<file path="config.mk">
export PLATFORM = sky130hd
export DESIGN_NAME = timer16_capture_freerun
export DESIGN_NICKNAME = d
export VERILOG_FILES = /design/src/rtl/timer16_pkg.sv /design/src/rtl/timer16_capture_freerun.sv
export SDC_FILE = /design/constraint.sdc
export NUM_CORES = 1
export LEC_CHECK = 0
export BUFFER_PORTS_ARGS = -buffer_cell sky130_fd_sc_hd__clkbuf_2
export CORE_MARGIN = 5
export CORE_UTILIZATION = 55
export DETAILED_ROUTE_END_ITERATION = 6
export PLACE_DENSITY = 0.77
export RECOVER_POWER = 25
export SYNTH_ARGS = -nofsm -noshare
export SYNTH_HDL_FRONTEND = slang
export SYNTH_SLANG_ARGS = --single-unit
</file>
<file path="constraint.sdc">
create_clock -name sys_clk -period 4.5 [get_ports sys_clk]
set_input_delay 0.9 -clock sys_clk [delete_from_list [all_inputs] [get_ports sys_clk]]
set_output_delay 0.9 -clock sys_clk [all_outputs]
set_load 0.03 [all_outputs]
</file>
<file path="src/rtl/timer16_pkg.sv">
// Package for the 16-bit capture/compare timer.
// Assumes one 20 MHz clock and a classic Wishbone slave with 32-bit data.
package timer16_pkg;

    // Register byte offsets
    localparam logic [4:0] OFS_MODE = 5'h00;
    localparam logic [4:0] OFS_CAPCOMP = 5'h04;
    localparam logic [4:0] OFS_OUTCTL = 5'h08;
    localparam logic [4:0] OFS_PRESC = 5'h0C;
    localparam logic [4:0] OFS_COUNT = 5'h10;
    localparam logic [4:0] OFS_CC_A = 5'h14;
    localparam logic [4:0] OFS_CC_B = 5'h18;

    // Mode control fields
    localparam int MODE_OVF_BIT = 0;
    localparam int MODE_TOGGLE_BIT = 1;
    localparam int MODE_OP_LO = 2;
    localparam logic [1:0] OP_STOP = 2'h0;
    localparam logic [1:0] OP_FREE_RUN = 2'h1;
    localparam logic [1:0] OP_CLEAR_START = 2'h2;

    // Capture/compare control fields
    localparam int CC_A_CAPTURE_BIT = 0;
    localparam int CC_REVERSE_BIT = 1;
    localparam int CC_B_CAPTURE_BIT = 2;

    // Output control fields
    localparam int OUT_ENABLE_BIT = 0;

    // Prescaler fields
    localparam int PRESC_SEL_LO = 0;
    localparam int PRESC_ES_PRI_LO = 4;
    localparam int PRESC_ES_SEC_LO = 6;
    localparam logic [1:0] ES_FALLING = 2'h0;
    localparam logic [1:0] ES_RISING = 2'h1;
    localparam logic [1:0] ES_NONE = 2'h2;
    localparam logic [1:0] ES_BOTH = 2'h3;

    // Count clock dividers, cycles of sys_clk minus one
    localparam logic [4:0] DIV_SEL0 = 5'h01;
    localparam logic [4:0] DIV_SEL1 = 5'h07;
    localparam logic [4:0] DIV_SEL2 = 5'h1F;
    localparam logic [1:0] SEL_TRIGGER = 2'h3;

    // Reset values and counter full scale
    localparam logic [15:0] COUNT_RESET = 16'h0000;
    localparam logic [15:0] CC_RESET = 16'h0000;
    localparam logic [7:0] CTL_RESET = 8'h00;
    localparam logic [15:0] COUNT_FULL = 16'hFFFF;

    // Edge pair seen on one trigger input
    typedef struct packed {
        logic rise;
        logic fall;
    } edge_s;

endpackage : timer16_pkg

</file>
<file path="src/rtl/timer16_capture_freerun.sv">
// 16-bit up counter with two capture/compare registers, free-running and
// clear-and-start modes, a toggling output pin and a Wishbone register port.
// Assumes trigger inputs already synchronous to sys_clk.
//
// Contract
// - Mode 10 selects clear-and-start on primary edge
// - Trigger edge needs two consecutive equal samples
// - Primary valid edge clears counter in clear-and-start
// - Reverse phase captures A without interrupt A
// - Secondary edge then raises interrupt A only
// - Toggle output on trigger clear and B match
// - Both capture: primary edge captures B, clears
// - Secondary edge captures into A, raises interrupt
// - Edge select 11 detects both edges
// - Register A source primary or secondary trigger
// - Register B always captures on primary edge
// - Output pin unavailable while secondary detection used
// - Compare match raises interrupt, counter not cleared
// - Mode 01 selects free-running upward count
// - Full scale wraps to zero, sets overflow
// - Free-run supports all compare/capture mixes
// - Free-run compare matches toggle and interrupt
// - Free-run B capture on primary edge, interrupt
// - Free-run both capture toggles only if enabled
module timer16_capture_freerun (
    // Clock and reset
    input wire logic sys_clk,
    input wire logic rst_n,
    // Wishbone slave
    input wire logic wb_cyc_i,
    input wire logic wb_stb_i,
    input wire logic wb_we_i,
    input wire logic [4:0] wb_adr_i,
    input wire logic [3:0] wb_sel_i,
    input wire logic [31:0] wb_dat_i,
    output logic [31:0] wb_dat_o,
    output logic wb_ack_o,
    // Trigger inputs
    input wire logic trigger_input_primary,
    input wire logic trigger_input_secondary,
    // Timer output and event pulses
    output logic timer_output_pin,
    output logic interrupt_a,
    output logic interrupt_b
);

    logic [7:0] mode_control_reg_ff;
    logic [7:0] capcomp_control_reg_ff;
    logic [7:0] output_control_reg_ff;
    logic [7:0] prescaler_mode_reg_ff;
    logic [15:0] timer_count_ff;
    logic [15:0] capture_compare_a_ff;
    logic [15:0] capture_compare_b_ff;
    logic overflow_flag_ff;
    logic [1:0] pri_samp_ff;
    logic [1:0] sec_samp_ff;
    logic pri_level_ff;
    logic sec_level_ff;
    logic [4:0] div_ff;
    logic count_new_ff;
    logic out_level_ff;
    logic ack_ff;

    logic wr_hit;
    logic [1:0] op_mode;
    logic toggle_on_trigger;
    logic a_capture;
    logic b_capture;
    logic reverse_phase_select;
    logic [1:0] es_pri;
    logic [1:0] es_sec;
    logic [1:0] clk_sel;
    logic [4:0] div_max;
    logic running;
    logic tick;
    timer16_pkg::edge_s pri_edge;
    timer16_pkg::edge_s sec_edge;
    logic pri_valid;
    logic pri_reverse;
    logic sec_valid;
    logic clear_evt;
    logic match_a;
    logic match_b;
    logic cap_a;
    logic cap_b;
    logic irq_a;
    logic irq_b;
    logic toggle;
    logic pin_free;
    logic wr_mode;

    // Field decode
    assign op_mode = mode_control_reg_ff[timer16_pkg::MODE_OP_LO +: 2];
    assign toggle_on_trigger = mode_control_reg_ff[timer16_pkg::MODE_TOGGLE_BIT];
    assign a_capture = capcomp_control_reg_ff[timer16_pkg::CC_A_CAPTURE_BIT];
    assign b_capture = capcomp_control_reg_ff[timer16_pkg::CC_B_CAPTURE_BIT];
    assign reverse_phase_select = capcomp_control_reg_ff[timer16_pkg::CC_REVERSE_BIT];
    assign es_pri = prescaler_mode_reg_ff[timer16_pkg::PRESC_ES_PRI_LO +: 2];
    assign es_sec = prescaler_mode_reg_ff[timer16_pkg::PRESC_ES_SEC_LO +: 2];
    assign clk_sel = prescaler_mode_reg_ff[timer16_pkg::PRESC_SEL_LO +: 2];
    assign running = (op_mode != timer16_pkg::OP_STOP);
    assign wr_hit = wb_cyc_i && wb_stb_i && wb_we_i && !ack_ff && wb_sel_i[0];
    assign wr_mode = wr_hit && (wb_adr_i == timer16_pkg::OFS_MODE);

    // Trigger sampling, a change counts only after two equal samples
    always_ff @(posedge sys_clk or negedge rst_n) begin
        if (!rst_n) begin
            pri_samp_ff <= 2'h0;
            sec_samp_ff <= 2'h0;
            pri_level_ff <= 1'b0;
            sec_level_ff <= 1'b0;
        end else begin
            pri_samp_ff <= {pri_samp_ff[0], trigger_input_primary};
            sec_samp_ff <= {sec_samp_ff[0], trigger_input_secondary};
            if (pri_samp_ff[0] == pri_samp_ff[1]) begin
                pri_level_ff <= pri_samp_ff[1];
            end
            if (sec_samp_ff[0] == sec_samp_ff[1]) begin
                sec_level_ff <= sec_samp_ff[1];
            end
        end
    end

    // Filtered edges and the selected valid edges
    always_comb begin
        pri_edge.rise = (pri_samp_ff == 2'h3) && !pri_level_ff;
        pri_edge.fall = (pri_samp_ff == 2'h0) && pri_level_ff;
        sec_edge.rise = (sec_samp_ff == 2'h3) && !sec_level_ff;
        sec_edge.fall = (sec_samp_ff == 2'h0) && sec_level_ff;
        case (es_pri)
            timer16_pkg::ES_FALLING: begin
                pri_valid = pri_edge.fall;
                pri_reverse = pri_edge.rise;
            end
            timer16_pkg::ES_RISING: begin
                pri_valid = pri_edge.rise;
                pri_reverse = pri_edge.fall;
            end
            timer16_pkg::ES_BOTH: begin
                pri_valid = pri_edge.rise || pri_edge.fall;
                pri_reverse = pri_edge.rise || pri_edge.fall;
            end
            default: begin
                pri_valid = 1'b0;
                pri_reverse = 1'b0;
            end
        endcase
        case (es_sec)
            timer16_pkg::ES_FALLING: sec_valid = sec_edge.fall;
            timer16_pkg::ES_RISING: sec_valid = sec_edge.rise;
            timer16_pkg::ES_BOTH: sec_valid = sec_edge.rise || sec_edge.fall;
            default: sec_valid = 1'b0;
        endcase
    end

    // Count clock select; trigger-driven counting kept for completeness
    always_comb begin
        case (clk_sel)
            2'h0: div_max = timer16_pkg::DIV_SEL0;
            2'h1: div_max = timer16_pkg::DIV_SEL1;
            default: div_max = timer16_pkg::DIV_SEL2;
        endcase
    end

    // Prescaler divider gives a one-cycle count enable
    always_ff @(posedge sys_clk or negedge rst_n) begin
        if (!rst_n) begin
            div_ff <= 5'h00;
        end else if (!running || div_ff >= div_max) begin
            div_ff <= 5'h00;
        end else begin
            div_ff <= div_ff + 5'h01;
        end
    end

    assign tick = running && ((clk_sel == timer16_pkg::SEL_TRIGGER) ? pri_valid
                                                                     : (div_ff == div_max));
    assign clear_evt = (op_mode == timer16_pkg::OP_CLEAR_START) && pri_valid;

    // Up counter; a clear event takes priority over the tick
    always_ff @(posedge sys_clk or negedge rst_n) begin
        if (!rst_n) begin
            timer_count_ff <= timer16_pkg::COUNT_RESET;
            count_new_ff <= 1'b0;
        end else begin
            count_new_ff <= 1'b0;
            if (!running) begin
                timer_count_ff <= timer16_pkg::COUNT_RESET;
            end else if (clear_evt) begin
                timer_count_ff <= timer16_pkg::COUNT_RESET;
                count_new_ff <= 1'b1;
            end else if (tick) begin
                timer_count_ff <= timer_count_ff + 16'h0001;
                count_new_ff <= 1'b1;
            end
        end
    end

    // Overflow: set wins over a clearing write in the same cycle
    always_ff @(posedge sys_clk or negedge rst_n) begin
        if (!rst_n) begin
            overflow_flag_ff <= 1'b0;
        end else if (tick && !clear_evt && timer_count_ff == timer16_pkg::COUNT_FULL) begin
            overflow_flag_ff <= 1'b1;
        end else if (wr_mode && !wb_dat_i[timer16_pkg::MODE_OVF_BIT]) begin
            overflow_flag_ff <= 1'b0;
        end
    end

    // Compare matches fire once per new counter value
    assign match_a = count_new_ff && !a_capture && (timer_count_ff == capture_compare_a_ff);
    assign match_b = count_new_ff && !b_capture && (timer_count_ff == capture_compare_b_ff);

    // Capture sources for A and B
    assign cap_a = running && a_capture &&
                   (reverse_phase_select ? pri_reverse : sec_valid);
    assign cap_b = running && b_capture && pri_valid;

    // Interrupt A: compare match or secondary edge, never on reverse phase
    assign irq_a = match_a || (running && a_capture && sec_valid);
    assign irq_b = match_b || cap_b;

    // Toggle on either match, or on primary edge when enabled
    assign toggle = match_a || match_b ||
                    (running && toggle_on_trigger && pri_valid);
    assign pin_free = !(a_capture && !reverse_phase_select);

    // Register writes and captures; a capture wins over a write
    always_ff @(posedge sys_clk or negedge rst_n) begin
        if (!rst_n) begin
            capture_compare_a_ff <= timer16_pkg::CC_RESET;
            capture_compare_b_ff <= timer16_pkg::CC_RESET;
        end else begin
            if (cap_a) begin
                capture_compare_a_ff <= timer_count_ff;
            end else if (wr_hit && wb_adr_i == timer16_pkg::OFS_CC_A) begin
                capture_compare_a_ff <= wb_dat_i[15:0];
            end
            if (cap_b) begin
                capture_compare_b_ff <= timer_count_ff;
            end else if (wr_hit && wb_adr_i == timer16_pkg::OFS_CC_B) begin
                capture_compare_b_ff <= wb_dat_i[15:0];
            end
        end
    end

    // Control registers, low byte only
    always_ff @(posedge sys_clk or negedge rst_n) begin
        if (!rst_n) begin
            mode_control_reg_ff <= timer16_pkg::CTL_RESET;
            capcomp_control_reg_ff <= timer16_pkg::CTL_RESET;
            output_control_reg_ff <= timer16_pkg::CTL_RESET;
            prescaler_mode_reg_ff <= timer16_pkg::CTL_RESET;
        end else if (wr_hit) begin
            case (wb_adr_i)
                timer16_pkg::OFS_MODE: mode_control_reg_ff <= wb_dat_i[7:0];
                timer16_pkg::OFS_CAPCOMP: capcomp_control_reg_ff <= wb_dat_i[7:0];
                timer16_pkg::OFS_OUTCTL: output_control_reg_ff <= wb_dat_i[7:0];
                timer16_pkg::OFS_PRESC: prescaler_mode_reg_ff <= wb_dat_i[7:0];
                default: ;
            endcase
        end
    end

    // Output level and registered pin; pin held low when not available
    always_ff @(posedge sys_clk or negedge rst_n) begin
        if (!rst_n) begin
            out_level_ff <= 1'b0;
            timer_output_pin <= 1'b0;
        end else begin
            if (!output_control_reg_ff[timer16_pkg::OUT_ENABLE_BIT]) begin
                out_level_ff <= 1'b0;
            end else if (toggle) begin
                out_level_ff <= !out_level_ff;
            end
            timer_output_pin <= out_level_ff && pin_free;
        end
    end

    // Event pulses, one cycle each
    always_ff @(posedge sys_clk or negedge rst_n) begin
        if (!rst_n) begin
            interrupt_a <= 1'b0;
            interrupt_b <= 1'b0;
        end else begin
            interrupt_a <= irq_a;
            interrupt_b <= irq_b;
        end
    end

    // Wishbone answer one cycle after the strobe; unmapped reads give zero
    always_ff @(posedge sys_clk or negedge rst_n) begin
        if (!rst_n) begin
            ack_ff <= 1'b0;
            wb_dat_o <= 32'h0000_0000;
        end else begin
            ack_ff <= wb_cyc_i && wb_stb_i && !ack_ff;
            wb_dat_o <= 32'h0000_0000;
            if (wb_cyc_i && wb_stb_i && !ack_ff && !wb_we_i) begin
                case (wb_adr_i)
                    timer16_pkg::OFS_MODE:
                        wb_dat_o <= {24'h00_0000, mode_control_reg_ff[7:1], overflow_flag_ff};
                    timer16_pkg::OFS_CAPCOMP: wb_dat_o <= {24'h00_0000, capcomp_control_reg_ff};
                    timer16_pkg::OFS_OUTCTL: wb_dat_o <= {24'h00_0000, output_control_reg_ff};
                    timer16_pkg::OFS_PRESC: wb_dat_o <= {24'h00_0000, prescaler_mode_reg_ff};
                    timer16_pkg::OFS_COUNT: wb_dat_o <= {16'h0000, timer_count_ff};
                    timer16_pkg::OFS_CC_A: wb_dat_o <= {16'h0000, capture_compare_a_ff};
                    timer16_pkg::OFS_CC_B: wb_dat_o <= {16'h0000, capture_compare_b_ff};
                    default: wb_dat_o <= 32'h0000_0000;
                endcase
            end
        end
    end
    assign wb_ack_o = ack_ff;

    // Checks
    mode_clear_a: assert property (@(posedge sys_clk) disable iff (!rst_n)
        (running && op_mode != timer16_pkg::OP_CLEAR_START && !tick)
            |=> timer_count_ff == $past(timer_count_ff))
        else $error("counter moved outside clear-and-start mode");
    filter_two_a: assert property (@(posedge sys_clk) disable iff (!rst_n)
        pri_edge.rise |-> $past(trigger_input_primary, 1) && $past(trigger_input_primary, 2))
        else $error("edge accepted without two samples");
    clear_zero_a: assert property (@(posedge sys_clk) disable iff (!rst_n)
        (op_mode == timer16_pkg::OP_CLEAR_START && pri_valid)
            |=> timer_count_ff == timer16_pkg::COUNT_RESET)
        else $error("counter not cleared by trigger");
    rev_noirq_a: assert property (@(posedge sys_clk) disable iff (!rst_n)
        (cap_a && reverse_phase_select && !sec_valid && !match_a) |=> !interrupt_a)
        else $error("reverse capture raised interrupt A");
    sec_irq_a: assert property (@(posedge sys_clk) disable iff (!rst_n)
        (running && a_capture && sec_valid) |=> interrupt_a)
        else $error("secondary edge gave no interrupt A");
    cap_b_val_a: assert property (@(posedge sys_clk) disable iff (!rst_n)
        cap_b |=> capture_compare_b_ff == $past(timer_count_ff) && interrupt_b)
        else $error("register B capture wrong");
    cap_a_val_a: assert property (@(posedge sys_clk) disable iff (!rst_n)
        cap_a |=> capture_compare_a_ff == $past(timer_count_ff))
        else $error("register A capture wrong");
    pin_off_a: assert property (@(posedge sys_clk) disable iff (!rst_n)
        (a_capture && !reverse_phase_select) [*2] |-> !timer_output_pin)
        else $error("output pin driven while unavailable");
    match_irq_a: assert property (@(posedge sys_clk) disable iff (!rst_n)
        match_b |=> interrupt_b && (timer_count_ff == $past(timer_count_ff) || $past(tick)
            || $past(clear_evt) || !$past(running)))
        else $error("compare match lost or cleared counter");
    wrap_ovf_a: assert property (@(posedge sys_clk) disable iff (!rst_n)
        (tick && !clear_evt && timer_count_ff == timer16_pkg::COUNT_FULL)
            |=> overflow_flag_ff && timer_count_ff == timer16_pkg::COUNT_RESET)
        else $error("wrap did not set overflow");
    toggle_pin_a: assert property (@(posedge sys_clk) disable iff (!rst_n)
        (toggle && output_control_reg_ff[timer16_pkg::OUT_ENABLE_BIT])
            |=> out_level_ff != $past(out_level_ff))
        else $error("output level did not toggle");
    count_step_a: assert property (@(posedge sys_clk) disable iff (!rst_n)
        (tick && !clear_evt) |=> timer_count_ff == $past(timer_count_ff) + 16'h0001)
        else $error("counter did not advance");

endmodule : timer16_capture_freerun

</file>
# Word level (Yosys, flattened, before mapping)
# Cells that the tools add are included.
[totals] word_cells=133 output_inout_bits=36 reg_bits=130
[classes] muxes=23 add_sub_neg=2 magnitude_cmp=1 eq_ne=23 n_reduce_logical=64
[ops] op="2-to-1 mux 16 bit" n=8
[ops] op="case mux 16 bit (7 select lines)" n=1
[ops] op="== test 16 bit" n=2
[ops] op="logical AND 1 bit" n=31
[ops] op="adder 16 x 1 -> 16 bit, second input constant" n=1
[ops] op="== test 16 bit, second input constant" n=1
[ops] op="== test 5 bit, second input constant" n=3
[ops] op="== test 2 bit, second input constant" n=6
[ops] op="zero test 1 bit" n=12
[ops] op="== test 5 x 4 -> 1 bit, second input constant" n=2
[ops] op="zero test 2 bit" n=5
[ops] op="case mux 5 bit (2 select lines)" n=1
[ops] op="2-to-1 mux 1 bit" n=9
[ops] op="case mux 1 bit (3 select lines)" n=3
[ops] op="AND reduction 2 bit" n=4
[ops] op="nonzero test 2 bit" n=4
[ops] op="logical OR 1 bit" n=7
[ops] op="== test 2 x 1 -> 1 bit, second input constant" n=3
[ops] op="adder 5 x 1 -> 5 bit, second input constant" n=1
[ops] op="== test 5 x 3 -> 1 bit, second input constant" n=1
[ops] op="== test 5 bit" n=1
[ops] op=">= comparator 5 bit" n=1
[ops] op="zero test 5 bit" n=1
[ops] op="2-to-1 mux 5 bit" n=1
[ops] op="3 further kinds" n=4

# Longest topological paths before layout
[depth] depth_word=9 ltp_mapped=8 mapped_depth_nobuf=7

# Worst setup path after synthesis
# Ideal clock, no wire load.
[synth_timing] path_kind="in2reg" from="in wb_adr_i[4]" to="reg capcomp_control_reg_ff[0]" setup_ps=125 path_buffers=1 t_arrival_ps=2172 path_stages=5 setup_slack_ps=2204 cell_sequence="buf_6 > nor3_2 > nand4_2 > nor3b_4 > mux2_2"
[synth_via] elab_chain_len=2
[synth_rtl] element="start: declaration" line_no="timer16_capture_freerun.sv:33" text="input wire logic [4:0] wb_adr_i,"
[synth_rtl] element="== test 5 x 3 -> 1 bit" line_no="timer16_capture_freerun.sv:255" text="case (wb_adr_i)"
[synth_rtl] element="AND reduction 2 bit (no source line)"
[synth_rtl] element="end signal: assignment" line_no="timer16_capture_freerun.sv:251" text="capcomp_control_reg_ff <= timer16_pkg::CTL_RESET;"
[synth_rtl] element="end signal: assignment" line_no="timer16_capture_freerun.sv:257" text="timer16_pkg::OFS_CAPCOMP: capcomp_control_reg_ff <= wb_dat_i[7:0];"
[synth_rtl] element="end: declaration" line_no="timer16_capture_freerun.sv:48" text="logic [7:0] capcomp_control_reg_ff;"
# No other way between the ends.
# A chain may end at the register's enable or synchronous reset.

# Worst setup path in the final report
[layout_timing] from="in wb_adr_i[4]" to="reg capture_compare_b_ff[8]"
[layout_via] elab_chain_len=3
[layout_rtl] element="== test 5 bit" line_no="timer16_capture_freerun.sv:241" text="end else if (wr_hit && wb_adr_i == timer16_pkg::OFS_CC_B) begin"
[layout_rtl] element="logical AND 1 bit" line_no="timer16_capture_freerun.sv:241"
[layout_rtl] element="nonzero test 2 bit (no source line)"
[layout_rtl] element="end signal: assignment" line_no="timer16_capture_freerun.sv:232" text="capture_compare_b_ff <= timer16_pkg::CC_RESET;"
[layout_rtl] element="end signal: assignment" line_no="timer16_capture_freerun.sv:240" text="capture_compare_b_ff <= timer_count_ff;"
[layout_rtl] element="end signal: assignment" line_no="timer16_capture_freerun.sv:242" text="capture_compare_b_ff <= wb_dat_i[15:0];"
[layout_rtl] element="end: declaration" line_no="timer16_capture_freerun.sv:53" text="logic [15:0] capture_compare_b_ff;"
# No other way between the ends.

==> results.ini <==
[die]
io_pins=84
die_x_um=117
rows=39
dieArea_sq_um=13600
core_area_sq_um=11300
die_h_um=117
initial_core_util=0.554

[sta]
setup_ws_ns=1.86
relSlewSlack=-0.231
fin_crit_ns=2.64
min_period_over_period=0.587
tns_ns=0
hold_viol=0
clock_skew_ns=0.00874
rsz0062_at_grt=no
setup_viol=0
worst_slew_pin_slew_ns=1.85
holdWs_ns=0.417
fmax_mhz=378
final_max_slew_viol_count=73

[power]
power_density_nw_per_um2=428
p_total_w=0.00299
max-vdd-ir-drop_mv=0.319
p_leak_nw=3.22

[routing]
firstDrtPassIters=5
drt_iter0_drc=424
remaining_drc_errors=0
wire_per_inst_um=19.2
route.vias.total=4556
ant_nets=0
vias_per_cell=5.88
drt_wl_total_um=14900

[setup_path]
worstSetupPathType=primary input to register
cp_max_fo=21
crit_arrival_ns=2.92
crit_path_end_kind=register
cp-start-kind=primary input
crit_required_ns=4.78

[clock_tree]
cts_setup_buffers=0
cts.htree.levels=4
post_cts_resized=0
clkLatencyLatePin_ns=0.41
cts.path.max_buffers=2
cts_hold_buf=0
cts_buffers=17
clockRootBuffer=clkbuf_16
cts.sinks=113
cts_tree=done
clk_pin_slew_ns=0.05

[yosys]
synth_flop_cell=dfrtp_1
yosysWarnings=0
synth-seq-cells=113
yosysUniqueCellTypes=63
ys_seq_area_frac=0.453
async_flop_share=1.00
syn_avg_cell_area_sq_um=10.6
netlist_area_sq_um=6250
syn_inst=588
synth_edf_count=0

[finish]
layout-drive-gt1-share=0.223
post-route-util=0.621
n_antenna_cell=0
area_delta_synth_final_pct=12.1
nets=677

[grt]
grt_overflow=0
grt_max_degree=73
first_global_vias=4761
grt_pass1_wl_um=24200
grt_antenna_before_repair=0
grt_usage=0.233

[place]
place.gp.congestion=0.817
pre_cts_ws_ns=1.51
io_buffers=48
hpwl_um=10000

[run_status]
outcome=finished with violations
violations=capacitance limit, slew limit

[job]
cap_violations=1

[min_path]
worstHoldPathType=register to register

-- cells by family after synthesis --
group                    count (synthesis)  share of synthesized area
AO/OA/AOI/OAI                           92                     0.0924
XOR/XNOR                                49                     0.0699
adder cells (fa/ha/maj)                 10                     0.0200
buffers and inverters                   71                     0.0657
flip-flops                             113                      0.453
multiplexers                            82                      0.154
other                                    1                   0.000600
AND/OR/NAND/NOR                        170                      0.145
-- worst paths after layout --
kind / cells after the start / end / startpoint / slack, ns
max in group asynchronous: 2 / timer_output_pin / rst_n / 2.32
min reg2reg: 0 / sec_samp_ff[1] / sec_samp_ff[0] / 0.42
max: 5 / capture_compare_b_ff[8] / wb_adr_i[4] / 1.86
min: 0 / sec_samp_ff[1] / sec_samp_ff[0] / 0.42
min in group asynchronous: 1 / timer_count_ff[15] / rst_n / 0.99
max reg2reg: 7 / timer_count_ff[15] / prescaler_mode_reg_ff[1] / 1.90
-- area by class of cell --
class	instances	area, sq um
clock buffers	21	450
clock inverters	11	138
fillers	894	4270
inverters	14	52.6
multi-input cells	419	3070
flip-flops and latches	113	2830
well taps	143	179
repair buffers	54	285
-- cells in the final DEF (no fill, tap or decap), types with 12 or more instances in the layout --
| cell | synthesis | final |
|---|---|---|
| nor2_1 | 68 | 68 |
| mux2_2 | 33 | 33 |
| clkbuf_16 | 0 | 17 |
| inv_1 | 14 | 14 |
| dfrtp_1 | 113 | 113 |
| nand3_1 | 12 | 12 |
| a21oi_1 | 27 | 27 |
| mux2i_1 | 41 | 41 |
| o21ai_0 | 27 | 27 |
| conb_1 | 1 | 16 |
| nand2_1 | 36 | 36 |
| xor2_1 | 41 | 41 |
| clkbuf_2 | 0 | 48 |
-- flip-flops by register name (all words and copies together), names as in the netlist, 2 cells and up --
signal,flops
capcomp_control_reg_ff,8
capture_compare_a_ff,16
capture_compare_b_ff,16
div_ff,5
mode_control_reg_ff,7
output_control_reg_ff,8
prescaler_mode_reg_ff,8
pri_samp_ff,2
sec_samp_ff,2
timer_count_ff,16
wb_dat_o,16
-- cell usage after synthesis, types with 3 or more instances --
cell	n	area share
nor3b_1	3	0.0036
xor2_1	41	0.057
buf_6	4	0.0072
and2_1	3	0.0030
buf_2	13	0.010
nand3_1	12	0.0096
xnor2_1	7	0.0098
a21oi_1	27	0.022
nand4b_1	5	0.0070
mux2i_1	41	0.066
a22oi_1	8	0.0096
dfrtp_1	113	0.45
ha_1	10	0.020
mux2_2	33	0.059
nand2_1	36	0.022
nand4_1	6	0.0060
inv_1	14	0.0084
buf_4	26	0.031
nor2_1	68	0.041
clkbuf_1	14	0.0084
o21ai_0	27	0.022
mux4_2	8	0.029
nor2b_1	3	0.0030
nor4_1	7	0.0070
a211oi_1	9	0.011
-- stage by stage --
step                area, sq um  std cells
floorplan                  6300        603
global placement           6420        743
detailed placement         6420        743
CTS                        7000        775
global route               7000        775
finish                     7000        775
-- critical path: stages --
cell and delay (ns):
clkbuf_2 0.43, nor4b_4 0.72, nand3_4 0.45, mux2i_1 0.31, o21ai_0 0.10
-- per-layer routing --
metal  track usage  wire length, um  vias up  part of all wire
met2         0.384             7430      160              0.50
met5             0                0        -                 0
met4         0.104              438        0             0.029
met3        0.0534              869       43             0.058
met1         0.294             6130     2256              0.41
li1              -                -     2097                 -
-- report_power, final --
part           switching [W]  total (W)  internal (W)  leakage, nW
registers           0.000123    0.00125       0.00113         1.39
clock network       0.000457    0.00133      0.000878        0.283
logic               0.000229   0.000406      0.000177         1.54
total               0.000808    0.00299       0.00219         3.22
Note: power is estimated with default switching activity, not from simulation.
